`src/pkg/tpct_map.svh`:
```
// Register indices, field positions, reset values and timing counts
`ifndef TPCT_MAP_SVH
`define TPCT_MAP_SVH
`define TPCT_APB_AW 18
`define TPCT_IDX_MODE 16'hFF65
`define TPCT_IDX_CLKEDGE 16'hFF66
`define TPCT_IDX_DIV 16'hFF67
`define TPCT_IDX_COUNT 16'hFF60
`define TPCT_IDX_CAP0 16'hFF61
`define TPCT_IDX_CAP1 16'hFF62
`define TPCT_IDX_CAP2 16'hFF63
`define TPCT_MODE_RUN_BIT 2
`define TPCT_MODE_POE_BIT 0
`define TPCT_MODE_MASK 8'h05
`define TPCT_DIV_MASK 8'h03
`define TPCT_CLK_SEL_LSB 0
`define TPCT_EDGE0_LSB 2
`define TPCT_EDGE1_LSB 4
`define TPCT_EDGE2_LSB 6
`define TPCT_RST_MODE 8'h00
`define TPCT_RST_CLKEDGE 8'h00
`define TPCT_RST_DIV 8'h00
`define TPCT_RST_COUNT 16'h0000
`define TPCT_PRESC_W 7
`define TPCT_MASK_DIV4 7'h03
`define TPCT_MASK_DIV8 7'h07
`define TPCT_MASK_DIV32 7'h1F
`define TPCT_MASK_DIV128 7'h7F
`define TPCT_LIM_DIV1 3'h0
`define TPCT_LIM_DIV2 3'h1
`define TPCT_LIM_DIV4 3'h3
`define TPCT_LIM_DIV8 3'h7
`endif

```
`src/pkg/tpct_pkg.sv`:
```
// Types for the pulse capture timer
package tpct_pkg;
  typedef enum logic [1:0] {
    TPCT_CLK_DIV4 = 2'b00,
    TPCT_CLK_DIV8 = 2'b01,
    TPCT_CLK_DIV32 = 2'b10,
    TPCT_CLK_DIV128 = 2'b11
  } tpct_clk_sel_t;
  typedef enum logic [1:0] {
    TPCT_EDGE_FALL = 2'b00,
    TPCT_EDGE_RISE = 2'b01,
    TPCT_EDGE_BAD = 2'b10,
    TPCT_EDGE_BOTH = 2'b11
  } tpct_edge_sel_t;
  typedef enum logic [1:0] {
    TPCT_CAPDIV_1 = 2'b00,
    TPCT_CAPDIV_2 = 2'b01,
    TPCT_CAPDIV_4 = 2'b10,
    TPCT_CAPDIV_8 = 2'b11
  } tpct_div_sel_t;
endpackage

```
`src/hw/tpct_top.sv`:
```
// Three channel pulse capture timer with APB register access
//
// The APB register port was chosen for this implementation.
`timescale 1ns/1ps
`include "tpct_map.svh"
module tpct_top #(
  parameter int CNT_W = 16
) (
  input wire logic core_clk_in,
  input wire logic resetn_in,
  input wire logic psel_in,
  input wire logic penable_in,
  input wire logic pwrite_in,
  input wire logic [`TPCT_APB_AW-1:0] paddr_in,
  input wire logic [31:0] pwdata_in,
  output logic [31:0] prdata_out,
  output logic pready_out,
  output logic pslverr_out,
  input wire logic capture_in_0_in,
  input wire logic capture_in_1_in,
  input wire logic capture_in_2_in,
  output logic capture_irq_0_out,
  output logic capture_irq_1_out,
  output logic capture_irq_2_out,
  output logic prescaler_out_out,
  output logic prescaler_oe_out
);
  localparam int NCH = 3;

  // Register state
  logic [7:0] mode_control_reg_q;
  logic [7:0] clock_edge_reg_q;
  logic [7:0] capture_divider_reg_q;
  logic [CNT_W-1:0] free_running_counter_q;
  logic [CNT_W-1:0] cap_q [NCH];
  logic [NCH-1:0] irq_q;
  logic [2:0] div_cnt_q;
  logic [31:0] prdata_q;
  logic pready_q;
  logic pslverr_q;
  logic presc_out_q;
  logic presc_oe_q;

  // Control fields
  wire run_bit = mode_control_reg_q[`TPCT_MODE_RUN_BIT];
  wire prescaler_out_enable = mode_control_reg_q[`TPCT_MODE_POE_BIT];
  wire [1:0] clk_sel = clock_edge_reg_q[`TPCT_CLK_SEL_LSB +: 2];
  wire [1:0] edge_sel [NCH];
  assign edge_sel[0] = clock_edge_reg_q[`TPCT_EDGE0_LSB +: 2];
  assign edge_sel[1] = clock_edge_reg_q[`TPCT_EDGE1_LSB +: 2];
  assign edge_sel[2] = clock_edge_reg_q[`TPCT_EDGE2_LSB +: 2];
  wire [1:0] div_sel = capture_divider_reg_q[1:0];

  // Prescaler and count tick
  logic tick;
  logic presc_sig;
  tpct_prescaler u_presc (
    .core_clk_in(core_clk_in),
    .resetn_in(resetn_in),
    .clk_sel_in(clk_sel),
    .tick_out(tick),
    .presc_sig_out(presc_sig)
  );

  // Address decode
  wire setup = psel_in && !penable_in;
  wire hit_mode = paddr_in == {`TPCT_IDX_MODE, 2'b00};
  wire hit_clkedge = paddr_in == {`TPCT_IDX_CLKEDGE, 2'b00};
  wire hit_div = paddr_in == {`TPCT_IDX_DIV, 2'b00};
  wire hit_count = paddr_in == {`TPCT_IDX_COUNT, 2'b00};
  wire hit_cap0 = paddr_in == {`TPCT_IDX_CAP0, 2'b00};
  wire hit_cap1 = paddr_in == {`TPCT_IDX_CAP1, 2'b00};
  wire hit_cap2 = paddr_in == {`TPCT_IDX_CAP2, 2'b00};
  wire hit_any = hit_mode || hit_clkedge || hit_div || hit_count ||
                 hit_cap0 || hit_cap1 || hit_cap2;
  wire access_done = psel_in && penable_in && pready_q && !pslverr_q;
  wire wr_en = access_done && pwrite_in;
  wire wr_mode = wr_en && hit_mode;
  wire wr_clkedge = wr_en && hit_clkedge;
  wire wr_div = wr_en && hit_div;
  wire [31:0] rd_data =
    hit_mode ? {24'h000000, mode_control_reg_q} :
    hit_clkedge ? {24'h000000, clock_edge_reg_q} :
    hit_div ? {24'h000000, capture_divider_reg_q} :
    hit_count ? {{(32-CNT_W){1'b0}}, free_running_counter_q} :
    hit_cap0 ? {{(32-CNT_W){1'b0}}, cap_q[0]} :
    hit_cap1 ? {{(32-CNT_W){1'b0}}, cap_q[1]} :
    hit_cap2 ? {{(32-CNT_W){1'b0}}, cap_q[2]} :
    32'h00000000;

  // APB response, one access cycle
  always_ff @(posedge core_clk_in or negedge resetn_in) begin
    if (!resetn_in) begin
      pready_q <= 1'b0;
      pslverr_q <= 1'b0;
      prdata_q <= 32'h00000000;
    end else begin
      pready_q <= setup;
      pslverr_q <= setup && !hit_any;
      if (setup) begin
        prdata_q <= (!pwrite_in && hit_any) ? rd_data : 32'h00000000;
      end
    end
  end

  // Control registers
  always_ff @(posedge core_clk_in or negedge resetn_in) begin
    if (!resetn_in) begin
      mode_control_reg_q <= `TPCT_RST_MODE;
      clock_edge_reg_q <= `TPCT_RST_CLKEDGE;
      capture_divider_reg_q <= `TPCT_RST_DIV;
    end else begin
      if (wr_mode) begin
        mode_control_reg_q <= pwdata_in[7:0] & `TPCT_MODE_MASK;
      end
      if (wr_clkedge) begin
        clock_edge_reg_q <= pwdata_in[7:0];
      end
      if (wr_div) begin
        capture_divider_reg_q <= pwdata_in[7:0] & `TPCT_DIV_MASK;
      end
    end
  end

  // Free-running counter; prescaler runs free so start lags a tick
  always_ff @(posedge core_clk_in or negedge resetn_in) begin
    if (!resetn_in) begin
      free_running_counter_q <= CNT_W'(`TPCT_RST_COUNT);
    end else if (run_bit && tick) begin
      free_running_counter_q <= free_running_counter_q + CNT_W'(1);
    end
  end

  // Prescaler signal out
  always_ff @(posedge core_clk_in or negedge resetn_in) begin
    if (!resetn_in) begin
      presc_out_q <= 1'b0;
      presc_oe_q <= 1'b0;
    end else begin
      presc_oe_q <= prescaler_out_enable;
      presc_out_q <= prescaler_out_enable && presc_sig;
    end
  end

  // Capture channels
  wire [NCH-1:0] pins = {capture_in_2_in, capture_in_1_in, capture_in_0_in};
  logic [NCH-1:0] edge_hit;
  logic [NCH-1:0] trig;
  logic [2:0] div_lim;

  always_comb begin
    unique case (tpct_pkg::tpct_div_sel_t'(div_sel))
      tpct_pkg::TPCT_CAPDIV_1: div_lim = `TPCT_LIM_DIV1;
      tpct_pkg::TPCT_CAPDIV_2: div_lim = `TPCT_LIM_DIV2;
      tpct_pkg::TPCT_CAPDIV_4: div_lim = `TPCT_LIM_DIV4;
      tpct_pkg::TPCT_CAPDIV_8: div_lim = `TPCT_LIM_DIV8;
    endcase
  end

  wire div_wrap = div_cnt_q == div_lim;
  assign trig[0] = edge_hit[0];
  assign trig[1] = edge_hit[1];
  assign trig[2] = edge_hit[2] && div_wrap;

  always_ff @(posedge core_clk_in or negedge resetn_in) begin
    if (!resetn_in) begin
      div_cnt_q <= 3'h0;
    end else if (!run_bit) begin
      div_cnt_q <= 3'h0;
    end else if (edge_hit[2]) begin
      div_cnt_q <= div_wrap ? 3'h0 : div_cnt_q + 3'h1;
    end
  end

  genvar g;
  generate
    for (g = 0; g < NCH; g++) begin : g_ch
      tpct_capture_chan u_chan (
        .core_clk_in(core_clk_in),
        .resetn_in(resetn_in),
        .pin_in(pins[g]),
        .tick_in(tick),
        .run_in(run_bit),
        .edge_sel_in(edge_sel[g]),
        .edge_out(edge_hit[g])
      );
      // Capture is never held off by a bus read
      always_ff @(posedge core_clk_in or negedge resetn_in) begin
        if (!resetn_in) begin
          cap_q[g] <= '0;
          irq_q[g] <= 1'b0;
        end else begin
          irq_q[g] <= trig[g];
          if (trig[g]) begin
            cap_q[g] <= free_running_counter_q;
          end
        end
      end
    end
  endgenerate

  assign prdata_out = prdata_q;
  assign pready_out = pready_q;
  assign pslverr_out = pslverr_q;
  assign capture_irq_0_out = irq_q[0];
  assign capture_irq_1_out = irq_q[1];
  assign capture_irq_2_out = irq_q[2];
  assign prescaler_out_out = presc_out_q;
  assign prescaler_oe_out = presc_oe_q;

  // Checks
  chk_count_step: assert property (@(posedge core_clk_in)
    disable iff (!resetn_in)
    run_bit && tick |=> free_running_counter_q ==
      $past(free_running_counter_q) + CNT_W'(1))
    else $error("counter did not step on tick");
  chk_count_stop: assert property (@(posedge core_clk_in)
    disable iff (!resetn_in)
    !run_bit |=> $stable(free_running_counter_q))
    else $error("counter moved while stopped");
  chk_tick_spacing: assert property (@(posedge core_clk_in)
    disable iff (!resetn_in)
    tick |=> !tick [*3])
    else $error("count ticks closer than four clocks");
  chk_tick_div4: assert property (@(posedge core_clk_in)
    disable iff (!resetn_in)
    tick ##3 clk_sel == 2'b00
      |=> tick)
    else $error("div4 tick period wrong");
  chk_presc_gate: assert property (@(posedge core_clk_in)
    disable iff (!resetn_in)
    !prescaler_out_enable |=> !prescaler_oe_out && !prescaler_out_out)
    else $error("prescaler output driven while disabled");
  chk_presc_on: assert property (@(posedge core_clk_in)
    disable iff (!resetn_in)
    prescaler_out_enable |=> prescaler_oe_out)
    else $error("prescaler output not enabled");
  chk_capture_value: assert property (@(posedge core_clk_in)
    disable iff (!resetn_in)
    trig[0] |=> cap_q[0] == $past(free_running_counter_q) && irq_q[0])
    else $error("capture 0 value or request wrong");
  chk_capture_two: assert property (@(posedge core_clk_in)
    disable iff (!resetn_in)
    trig[1] |=> cap_q[1] == $past(free_running_counter_q) && irq_q[1])
    else $error("capture 1 value or request wrong");
  chk_irq_pulse: assert property (@(posedge core_clk_in)
    disable iff (!resetn_in)
    irq_q[2] && !trig[2] |=> !irq_q[2])
    else $error("request longer than one cycle");
  chk_div_bypass: assert property (@(posedge core_clk_in)
    disable iff (!resetn_in)
    edge_hit[2] && div_sel == 2'b00 |=> irq_q[2])
    else $error("undivided capture 2 missed");
  chk_div_count: assert property (@(posedge core_clk_in)
    disable iff (!resetn_in)
    edge_hit[2] && div_cnt_q != div_lim |=> !irq_q[2])
    else $error("capture 2 fired before divider wrap");
  chk_read_capture: assert property (@(posedge core_clk_in)
    disable iff (!resetn_in)
    trig[0] && psel_in && !pwrite_in |=> irq_q[0])
    else $error("capture lost during read");
  chk_mode_write: assert property (@(posedge core_clk_in)
    disable iff (!resetn_in)
    wr_mode |=> mode_control_reg_q ==
      ($past(pwdata_in[7:0]) & `TPCT_MODE_MASK))
    else $error("mode write not taken");

  cov_irq0: cover property (@(posedge core_clk_in)
    disable iff (!resetn_in) irq_q[0]);
  cov_all_three: cover property (@(posedge core_clk_in)
    disable iff (!resetn_in) &irq_q);
  cov_div8: cover property (@(posedge core_clk_in)
    disable iff (!resetn_in) trig[2] && div_sel == 2'b11);
  cov_presc: cover property (@(posedge core_clk_in)
    disable iff (!resetn_in) prescaler_out_out);
endmodule

```
`src/hw/tpct_prescaler.sv`:
```
// Free-running prescaler producing the count tick
`timescale 1ns/1ps
`include "tpct_map.svh"
module tpct_prescaler (
  input wire logic core_clk_in,
  input wire logic resetn_in,
  input wire logic [1:0] clk_sel_in,
  output logic tick_out,
  output logic presc_sig_out
);
  logic [`TPCT_PRESC_W-1:0] presc_q;
  logic [`TPCT_PRESC_W-1:0] mask;
  logic tick_q;
  logic sig_q;
  always_comb begin
    unique case (tpct_pkg::tpct_clk_sel_t'(clk_sel_in))
      tpct_pkg::TPCT_CLK_DIV4: mask = `TPCT_MASK_DIV4;
      tpct_pkg::TPCT_CLK_DIV8: mask = `TPCT_MASK_DIV8;
      tpct_pkg::TPCT_CLK_DIV32: mask = `TPCT_MASK_DIV32;
      tpct_pkg::TPCT_CLK_DIV128: mask = `TPCT_MASK_DIV128;
    endcase
  end
  always_ff @(posedge core_clk_in or negedge resetn_in) begin
    if (!resetn_in) begin
      presc_q <= '0;
      tick_q <= 1'b0;
      sig_q <= 1'b0;
    end else begin
      presc_q <= presc_q + 7'h01;
      tick_q <= (presc_q & mask) == mask;
      sig_q <= presc_q[`TPCT_PRESC_W-1];
    end
  end
  assign tick_out = tick_q;
  assign presc_sig_out = sig_q;
endmodule

```
`src/hw/tpct_capture_chan.sv`:
```
// One capture input: synchroniser, two-sample filter, edge select
`timescale 1ns/1ps
module tpct_capture_chan (
  input wire logic core_clk_in,
  input wire logic resetn_in,
  input wire logic pin_in,
  input wire logic tick_in,
  input wire logic run_in,
  input wire logic [1:0] edge_sel_in,
  output logic edge_out
);
  logic sync1_q, sync2_q, smp_a_q, smp_b_q, level_q, edge_q;
  logic agree, change, valid;
  assign agree = smp_a_q == smp_b_q;
  assign change = agree && (smp_a_q != level_q);
  always_comb begin
    unique case (tpct_pkg::tpct_edge_sel_t'(edge_sel_in))
      tpct_pkg::TPCT_EDGE_FALL: valid = !smp_a_q;
      tpct_pkg::TPCT_EDGE_RISE: valid = smp_a_q;
      tpct_pkg::TPCT_EDGE_BAD: valid = 1'b0;
      tpct_pkg::TPCT_EDGE_BOTH: valid = 1'b1;
    endcase
  end
  always_ff @(posedge core_clk_in or negedge resetn_in) begin
    if (!resetn_in) begin
      sync1_q <= 1'b0;
      sync2_q <= 1'b0;
      smp_a_q <= 1'b0;
      smp_b_q <= 1'b0;
      level_q <= 1'b0;
      edge_q <= 1'b0;
    end else begin
      sync1_q <= pin_in;
      sync2_q <= sync1_q;
      if (!run_in) begin
        smp_a_q <= 1'b0;
        smp_b_q <= 1'b0;
        level_q <= 1'b0;
      end else begin
        if (tick_in) begin
          smp_a_q <= sync2_q;
          smp_b_q <= smp_a_q;
        end
        if (change) begin
          level_q <= smp_a_q;
        end
      end
      edge_q <= run_in && change && valid;
    end
  end
  assign edge_out = edge_q;

  chk_two_samples: assert property (@(posedge core_clk_in)
    disable iff (!resetn_in) edge_out |-> $past(agree))
    else $error("edge without two equal samples");
  chk_bad_code: assert property (@(posedge core_clk_in)
    disable iff (!resetn_in) edge_sel_in == 2'b10 |=> !edge_out)
    else $error("edge taken on prohibited code");
  chk_stop_quiet: assert property (@(posedge core_clk_in)
    disable iff (!resetn_in) !run_in |=> !edge_out)
    else $error("edge while stopped");
endmodule

```
`config.mk`:
```
export PLATFORM = sky130hd
export DESIGN_NAME = tpct_top
export DESIGN_NICKNAME = d
export VERILOG_FILES = /design/src/pkg/tpct_pkg.sv /design/src/hw/tpct_top.sv /design/src/hw/tpct_prescaler.sv /design/src/hw/tpct_capture_chan.sv
export VERILOG_INCLUDE_DIRS = /design/src /design/src/pkg
export SDC_FILE = /design/constraint.sdc
export NUM_CORES = 1
export LEC_CHECK = 0
export BUFFER_PORTS_ARGS = -buffer_cell sky130_fd_sc_hd__buf_2
export CAP_MARGIN = 0
export CORE_MARGIN = 2
export CORE_UTILIZATION = 51
export DETAILED_ROUTE_END_ITERATION = 6
export PLACE_DENSITY = 0.84
export REMOVE_ABC_BUFFERS = 1
export SETUP_SLACK_MARGIN = 0.2
export SLEW_MARGIN = 25
export SYNTH_ARGS = -nofsm -noshare
export SYNTH_HDL_FRONTEND = slang
export SYNTH_HIERARCHICAL = 1
export SYNTH_SLANG_ARGS = --single-unit
```
`constraint.sdc`:
```
create_clock -name core_clk_in -period 1.9 [get_ports core_clk_in]
set_input_delay 0.19 -clock core_clk_in [delete_from_list [all_inputs] [get_ports core_clk_in]]
set_output_delay 0.19 -clock core_clk_in [all_outputs]
set_load 0.03 [all_outputs]
```
# After elaboration in Yosys (flattened, before gate mapping)
# Index checks and enable logic that the tools add are counted.
# word_totals
register_bits,145
wordCells,150
input_bits,58
output_inout_bits,39
# classes
muxes,34
reduce_logical,40
addsub,3
n_eq_ne,35
bitwise,1
# ops
cell,count
$mux 16,8
$eq 18x18->1 const B,7
$pmux 7 s4,1
$logic_and 1x1->1,22
$eq 2x2->1 const B,10
$mux 1,18
$add 16x1->16 const B,1
$pmux 1 s4,3
$pmux 3 s4,1
$eq 2x1->1 const B,5
$logic_not 2->1,5
$ne 2x1->1 const B,5
$mux 3,3
$add 7x1->7 const B,1
$and 7x7->7,1
$eq 7x7->1,1
$logic_not 1->1,7
$logic_or 1x1->1,6
$add 3x1->3 const B,1
$eq 1x1->1,3
$eq 3x3->1,1
$ne 1x1->1,3

# Depth between registers and ports, before layout
# Gate-level depths: netlist of the first run.
# logic_depth
depth_word,9
ltp_mapped,7
ltp_nobuf,5

# By module
# Netlist of the first run, hierarchy kept.
# modules_own_cells
module,cells_per_inst,instances,seq_area_each_um2,area_each_um2
tpct_top,356,1,2552.4,4765.8
tpct_capture_chan,17,3,150.1,239.0
tpct_prescaler,26,1,225.2,351.6

# Least setup slack after synthesis of the first run
# Ideal clock, no wire load.
# synth_path
path_type,register to register
startpoint,reg pslverr_q (netlist: pslverr_out)
endpoint,reg clock_edge_reg_q[0]
t_required_ps,1775
setup_slack_ps,2
n_path_buf,0
synth_period_minus_slack_ps,1898
t_arrival_ps,1773
setup_time_ps,125
stages_incl_launch_ff,4
cell_sequence,dfrtp_1 or4_4 nor3_4 mux2_2
# synth_between
elab_chain_cells,4
# synth_rtl
element,line_no,text
"start, declared",tpct_top.sv:40,logic pslverr_q;
"start signal, assigned",tpct_top.sv:99,pslverr_q <= setup && !hit_any;
$logic_not 1->1,tpct_top.sv:76,wire access_done = psel_in && penable_in && pready_q && !pslverr_q;
$logic_and 1x1->1,tpct_top.sv:76,
$logic_and 1x1->1,tpct_top.sv:77,wire wr_en = access_done && pwrite_in;
$logic_and 1x1->1,tpct_top.sv:79,wire wr_clkedge = wr_en && hit_clkedge;
"end signal, assigned",tpct_top.sv:110,clock_edge_reg_q <= `TPCT_RST_CLKEDGE;
"end signal, assigned",tpct_top.sv:117,clock_edge_reg_q <= pwdata_in[7:0];
"end, declared",tpct_top.sv:32,logic [7:0] clock_edge_reg_q;
# No other way between the ends.
# A chain may end at the register's enable or synchronous reset.

# Worst setup path after layout of the first run
# layout_path
startpoint,reg capture_divider_reg_q[1]
endpoint,reg cap_q[2] in the netlist's numbering
# layout_between
elab_chain_cells,4
elab_cells_between_ends,7
classes_between,eq/ne: 4; mux: 1; reduce/logical: 2
# layout_rtl
element,line_no,text
"start, declared",tpct_top.sv:33,logic [7:0] capture_divider_reg_q;
"start signal, assigned",tpct_top.sv:111,capture_divider_reg_q <= `TPCT_RST_DIV;
"start signal, assigned",tpct_top.sv:120,capture_divider_reg_q <= pwdata_in[7:0] & `TPCT_DIV_MASK;
"$eq 2x2->1, or another cell as far along",tpct_top.sv:152,unique case (tpct_pkg::tpct_div_sel_t'(div_sel))
$pmux 3 s4 *,tpct_top.sv:152,
$eq 3x3->1 *,tpct_top.sv:160,wire div_wrap = div_cnt_q == div_lim;
$logic_and 1x1->1 *,tpct_top.sv:163,assign trig[2] = edge_hit[2] && div_wrap;
"end signal, assigned by index",tpct_top.sv:195,cap_q[g] <= free_running_counter_q;
"end, declared",tpct_top.sv:35,logic [CNT_W-1:0] cap_q [NCH];
# Every way passes the cells marked *; elsewhere a longest branch is shown, timed or not.

==> results of run 1 <==
## layout by cell type, fill, tap and decap left out, drive strengths merged, types with 11 or more instances in the layout
cell / count
inv: 14
nand2: 26
nor2b: 13
clkbuf: 27
conb: 16
dfrtp: 129
mux2: 61
xnor2: 18
buf: 87
mux4: 15
o21ai: 11
## power breakdown
group,switching (uW),internal [uW]
Sequential,2.80,2760
Combinational,170,76.4
Clock,1100,1850
Total,1270,4680
## path summary, 6_finish.rpt
check / start / end / slack, ns / cells after the start
worst max-delay path: capture_divider_reg_q[1] / cap_q[2] / 0.02 / 6
worst min-delay path: pwdata_in[7] / clock_edge_reg_q[7] / 0.01 / 2
worst max register to register: capture_divider_reg_q[1] / cap_q[2] / 0.02 / 6
worst min register to register: g_ch[2].u_chan/sync1_q / g_ch[2].u_chan/sync2_q / 0.35 / 0
max in group asynchronous: resetn_in / capture_divider_reg_q[0] / 0.96 / 3
min in group asynchronous: resetn_in / cap_q[26] / 0.29 / 2
## worst reg2reg max path: cells and delay by family (launching register included)
| family | cells | cell delay (ns) |
|---|---|---|
| mux | 1 | 0.34 |
| simple gates | 1 | 0.38 |
| compound gates | 2 | 0.29 |
| buf+inv | 2 | 0.28 |
| flops | 1 | 0.46 |
## kinds of logic (layout without fill, tap and decap cells)
group                      count (synthesis)  count (layout)  share of synthesized area
xor gates and xnor gates                  24              24                     0.0360
DFF                                      129             129                      0.553
other                                      1              16                   0.000643
buffers and inverters                     44             138                     0.0405
muxes                                     83              83                      0.188
AOI/OAI and AO/OA                         48              48                     0.0628
adders and majority gates                  3               3                    0.00643
and+or+nand+nor                          101             101                      0.113
## timing repair
item                       in CTS  in global routing
hold endpoints to repair       38                  0
setup endpoints to repair      28                 32
hold buffers                    4                  0
resized for setup               6                 36
pin swaps                       2                  8
buffers inserted                1                  8
cloned                          0                  2
## layout make-up
cell class | instances | area, sq um
fill | 724 | 4010
sequential | 129 | 3230
multi-input combinational | 275 | 2570
timing repair buffer | 93 | 692
clock buffer | 25 | 475
tap | 143 | 179
clock inverter | 6 | 57.6
inverter | 14 | 52.6
## sequential cells by signal, indices dropped and copies added, names as in the netlist, 2 cells and up
signal	cells
cap_q	48
free_running_counter_q	16
prdata_out	16
clock_edge_reg_q	8
u_presc/presc_q	7
div_cnt_q	3
g_ch.u_chan/edge_out	3
g_ch.u_chan/level_q	3
g_ch.u_chan/smp_a_q	3
g_ch.u_chan/smp_b_q	3
g_ch.u_chan/sync1_q	3
g_ch.u_chan/sync2_q	3
capture_divider_reg_q	2
mode_control_reg_q	2
## cell usage after synthesis, types with 2 or more instances
cell type / number
nand4b_1: 2
o21ai_0: 10
mux2i_1: 7
and4bb_1: 3
inv_1: 14
nand3_2: 2
a32o_1: 9
nand3_1: 7
nor2b_1: 13
buf_4: 18
ha_1: 3
dfrtp_1: 129
and4b_1: 3
a21oi_1: 3
o21a_1: 3
and3_1: 8
buf_2: 3
mux2_2: 61
nor4_1: 3
o221ai_1: 4
clkbuf_1: 6
or4_4: 2
mux4_2: 15
and2_1: 4
a32oi_1: 2
nor2_1: 4
nand2_1: 26
a22o_1: 5
nor3_1: 4
and4_1: 3
nand2b_1: 5
buf_1: 3
a21boi_0: 3
xor2_1: 6
xnor2_1: 18
nand4_1: 4
## layer usage
metal | wire [microns] | share of wire
met2 | 6850 | 0.51
met3 | 893 | 0.066
met5 | 0 | 0
met4 | 417 | 0.031
met1 | 5390 | 0.40
## metrics by stage
step	setup TNS [ns]	total power, uW	area, sq um
floorplan	-0.556	2900	5710
global placement	0	3040	6410
detailed placement	0	3050	6410
CTS	0	5970	7010
global route	-0.364	6130	7260
finish	0	5960	7260
==> impl_metrics.tcl, run 1 <==
set metrics [dict create \
    fmax_mhz 532 \
    synth_async_sr_flop_share 1.00 \
    critPathMaxStageDelay_ns 0.46 \
    top_usage_layer "met2" \
    yosysSeqAreaShare 0.553 \
    gp_congestion 0.829 \
    grt_pass1_vias 3973 \
    power_density_nw_per_um2 820 \
    dieWidth_microns 111 \
    grt_pass1_wl_mm 20.1 \
    status "completed" \
    synth-seq-cells 129 \
    dp_slack_ns 0.00777 \
    setup_viol 0 \
    syn_avg_cell_area_sq_um 13.5 \
    dp.cells 639 \
    synthCells 433 \
    yosysTopAreaCell "dfrtp_1" \
    cp_slowest_cell "dfrtp_2" \
    area_delta_synth_final_pct 24.4 \
    grt.total_usage 0.209 \
    clkTransAtPathRegs_ns 0.05 \
    dr.first_iter.drc_count 325 \
    dp_hpwl_mm 7.93 \
    layout.nets 591 \
    die_area_sq_um 12300 \
    grt_max_degree 51 \
    cp_num_buf_inv 2 \
    rsz0062_at_grt "yes" \
    peakVddDrop_mv 0.555 \
    leakagePower_uw 0.00346 \
    drc 0 \
    synthTopCellsByArea "dfrtp_1, mux2_2, mux4_2, xnor2_1, buf_4" \
    maxSlewViolCount 0 \
    synth_edf_count 0 \
    cts-root-buf "clkbuf_16" \
    grt_antenna_before_repair 0 \
    cts_tree "done" \
    cp_max_fo 5 \
    chipHeight_microns 111 \
    finalCoreUtilization 0.644 \
    yosysUniqueCellTypes 54 \
    max-slew-margin-rel 0.617 \
    worstSkewPairLatency_ns 0.41 \
    grt_use_met1 0.258 \
    dr.pass1.iters 5 \
    fin_ws_ns 0.0206 \
    core_sq_um 11300 \
    path_class "reg -> reg" \
    hp-class "in -> reg" \
    cts_sinks 129 \
    vias 4022 \
    start_util 0.518 \
    tightest_slew_ns 0.560 \
    viasPerCell 5.87 \
    cp-start-kind "flip-flop" \
    ys_warn_count 6 \
    drive_gt1_frac 0.395 \
    hold_viol 0 \
    synth_top_area_share 0.553 \
    wire_per_inst_microns 19.8 \
    diodes 0 \
    io_pins 97 \
    grt_overflow 0 \
    final-instance-count-excl-fill 685 \
    grtUsageMet2 0.349 \
    antenna_left 0 \
    fin_crit_ns 1.88 \
    crit_path_end_kind "flip-flop" \
    crit_chain "nor4_4 -> o21ai_2 -> a21oi_2 -> buf_6 -> buf_12 -> mux2_2" \
    synthFlopType "dfrtp_1" \
    fp-row-count 39 \
    critPathArrivalTime_ns 2.17 \
    maxCapViolations 0 \
    post-route-period-util 0.989 \
    synth_area_sq_um 5830 \
    clock_skew_ns 0.00569 \
    holdWs_ns 0.0146 \
    numCtsBuffers 17 \
    portBuffers 56 \
    finalWirelength_mm 13.6 \
    critPathRequiredTime_ns 2.20 \
    htreeDepth 4 \
    met3_usage 0.0656 \
    cpLargestDelayFamily "flip-flops" \
    clockBufferDepth 2 \
]
(Power assumes the default switching activity.)
==> inputs of run 2 (changes only) <==
--- a/config.mk
+++ b/config.mk
@@ -17,5 +17,4 @@
 export SLEW_MARGIN = 25
 export SYNTH_ARGS = -nofsm -noshare
 export SYNTH_HDL_FRONTEND = slang
-export SYNTH_HIERARCHICAL = 1
 export SYNTH_SLANG_ARGS = --single-unit
==> run 2 against run 1 <==
Largest power group unchanged. Sequential share of layout area decreased by 0.89 points. Critical endpoint is now cap_q[11]. Count of clock-buffer cells in the layout decreased by 6. Clock skew increased by 0.0022 ns. Final cell count increased by 10%. Combinational power decreased by 11%. Critical path depth unchanged.
==> impl_metrics.tcl, run 2 <==
set metrics [dict create \
    post-route-period-util 0.962 \
    path_class "reg -> reg" \
    final_common_cell "dfrtp_1" \
    drive_gt1_frac 0.367 \
    io_pins 97 \
    critPathRequiredTime_ns 2.21 \
    synth_xor_area_frac 0.0307 \
    synth_area_sq_um 5980 \
    area_delta_synth_final_pct 23.7 \
    chipHeight_microns 112 \
    grt.total_usage 0.238 \
    status "completed" \
    yosysTopAreaCell "dfrtp_1" \
    synth-simple-area-share 0.135 \
    synth_adder_area_share 0.00627 \
    fmax_mhz 547 \
    htreeDepth 4 \
    largest_reg_flops 48 \
    max-slew-margin-rel 0.595 \
    grt_pass1_vias 4683 \
    crit_path_end_kind "flip-flop" \
    antenna_left 0 \
    start_util 0.524 \
    syn_avg_cell_area_sq_um 12.0 \
    cp-start-kind "flip-flop" \
    synthTopCellsByArea "dfrtp_1, mux2_2, mux2i_1, buf_4, a32oi_1" \
    clkTransAtPathRegs_ns 0.06 \
    synth-compound-area-share 0.0903 \
    fp-row-count 39 \
    ys_warn_count 0 \
    synth_async_sr_flop_share 1.00 \
    maxCapViolations 0 \
    synthFlopType "dfrtp_1" \
    dieWidth_microns 112 \
    synth_mux_area_frac 0.149 \
    synth_common_cells "dfrtp_1, mux2_2, nand2_1" \
    cts-root-buf "clkbuf_16" \
    dr.pass1.iters 5 \
    yosysMostFrequentCell "dfrtp_1" \
    synthCells 498 \
    vias 4619 \
    dp_hpwl_mm 9.09 \
    wire_per_inst_microns 20.8 \
    synth_edf_count 0 \
    grt_max_degree 45 \
    top_usage_layer "met2" \
    yosysUniqueCellTypes 63 \
    grt_use_met1 0.293 \
    mostFrequentLayoutCells "dfrtp_1, mux2_2, buf_2" \
    clock_skew_ns 0.00786 \
    rsz0062_at_grt "yes" \
    synth_top_area_share 0.540 \
    grtUsageMet2 0.410 \
    grt_antenna_before_repair 0 \
    drc 0 \
    cts_sinks 129 \
    yosysSeqAreaShare 0.540 \
    leakagePower_uw 0.00360 \
    portBuffers 56 \
    diodes 0 \
    hold_viol 0 \
    numCtsBuffers 17 \
    cts_tree "done" \
    fin_crit_ns 1.83 \
    power_density_nw_per_um2 836 \
    grt_overflow 0 \
    peakVddDrop_mv 0.845 \
    met3_usage 0.0562 \
    worstSkewPairLatency_ns 0.43 \
    layout.nets 661 \
    viasPerCell 6.11 \
    synth-seq-cells 129 \
    finalPower_uw 6190 \
    setup_viol 0 \
    clockBufferDepth 2 \
    critPathArrivalTime_ns 2.13 \
    dr.first_iter.drc_count 475 \
    hp-class "in -> reg" \
    grt_pass1_wl_mm 23.5 \
    cp_max_fo 8 \
    synth_top_family_by_area "multiplexers" \
    gp_congestion 0.917 \
    tightest_slew_ns 0.607 \
    fin_ws_ns 0.0717 \
    die_area_sq_um 12600 \
    finalCoreUtilization 0.648 \
    maxSlewViolCount 0 \
    dp_slack_ns -0.0485 \
    regMostFlops "cap_q" \
    finalWirelength_mm 15.7 \
    core_sq_um 11400 \
]
==> run 2: cell types whose count changed after synthesis, moves of 7 or more <==
cell | before | now
a32o_1 | 9 | 1
a32oi_1 | 2 | 14
o21ai_0 | 10 | 18
nor2_1 | 4 | 21
o21ai_1 | 1 | 8
mux4_2 | 15 | 0
a22oi_1 | 0 | 10
nand3_1 | 7 | 14
mux2i_1 | 7 | 15
==> run 2: repair_timing <==
| action | CTS | global route |
|---|---|---|
| hold endpoints to repair | 44 | 0 |
| setup buffers | 3 | 5 |
| hold buffers | 5 | 0 |
| resized for setup | 2 | 22 |
| endpoints found under the setup margin | 22 | 23 |
| pin swaps | 2 | 6 |
| gates cloned | 0 | 2 |
==> run 2: critical path: stages, from the launching register on <==
cell       delay, ns
dfrtp_1         0.43
xnor2_2         0.15
a32o_2          0.25
a22o_4          0.28
nand2_8         0.10
clkbuf_16       0.18
mux2_4          0.31
==> run 2: logic make-up (layout without fill, tap and decap cells) <==
| kind of cell | Yosys count | count (layout) |
|---|---|---|
| xor gates and xnor gates | 21 | 21 |
| other | 1 | 16 |
| buffers and inverters | 50 | 150 |
| adders and majority gates | 3 | 3 |
| DFF | 129 | 129 |
| muxes | 81 | 81 |
| AOI/OAI and AO/OA | 77 | 77 |
| and+or+nand+nor | 136 | 136 |
==> run 2: worst paths after layout <==
| kind | startpoint | to | slack, ns | cells after the start |
|---|---|---|---|---|
| worst min register to register | g_ch[1].u_chan.sync1_q | g_ch[1].u_chan.sync2_q | 0.35 | 0 |
| max in group asynchronous | resetn_in | free_running_counter_q[0] | 0.88 | 3 |
| worst max register to register | div_cnt_q[2] | cap_q[11] | 0.07 | 6 |
| min in group asynchronous | resetn_in | div_cnt_q[1] | 0.32 | 2 |
| worst min-delay path | pwdata_in[3] | clock_edge_reg_q[3] | 0.01 | 2 |
| worst max-delay path | div_cnt_q[2] | cap_q[11] | 0.07 | 6 |
==> run 2: cell type report <==
| type | instances | area [sq um] |
|---|---|---|
| fillers | 739 | 4020 |
| clock inverters | 13 | 139 |
| repair buffers | 106 | 747 |
| flip-flops and latches | 129 | 3230 |
| inverters | 12 | 45.0 |
| well taps | 143 | 179 |
| clock buffers | 19 | 443 |
| multi-input cells | 334 | 2620 |
==> run 2: routing by layer <==
metal  vias to the layer above  part of all wire  routed length (microns)
met5                         -                 0                        0
li1                       1971                 -                        -
met2                       260              0.50                     7910
met1                      2342              0.39                     6150
met4                         0             0.028                      444
met3                        46             0.076                     1200
==> run 2: power breakdown <==
part	internal [uW]	switching (uW)
Combinational	61.6	158
Sequential	2760	3.60
Clock	1960	1250
==> run 2: metrics by stage <==
stage / instances / setup TNS, ns / instance area (sq um) / hold WS (ns)
floorplan: 475 / 0 / 5800 / -0.106
global placement: 709 / 0 / 6560 / 0.220
detailed placement: 709 / -0.207 / 6560 / 0.236
CTS: 749 / 0 / 7220 / 0.00298
global route: 756 / 0 / 7400 / 0.00807
finish: 756 / 0 / 7400 / 0.0117
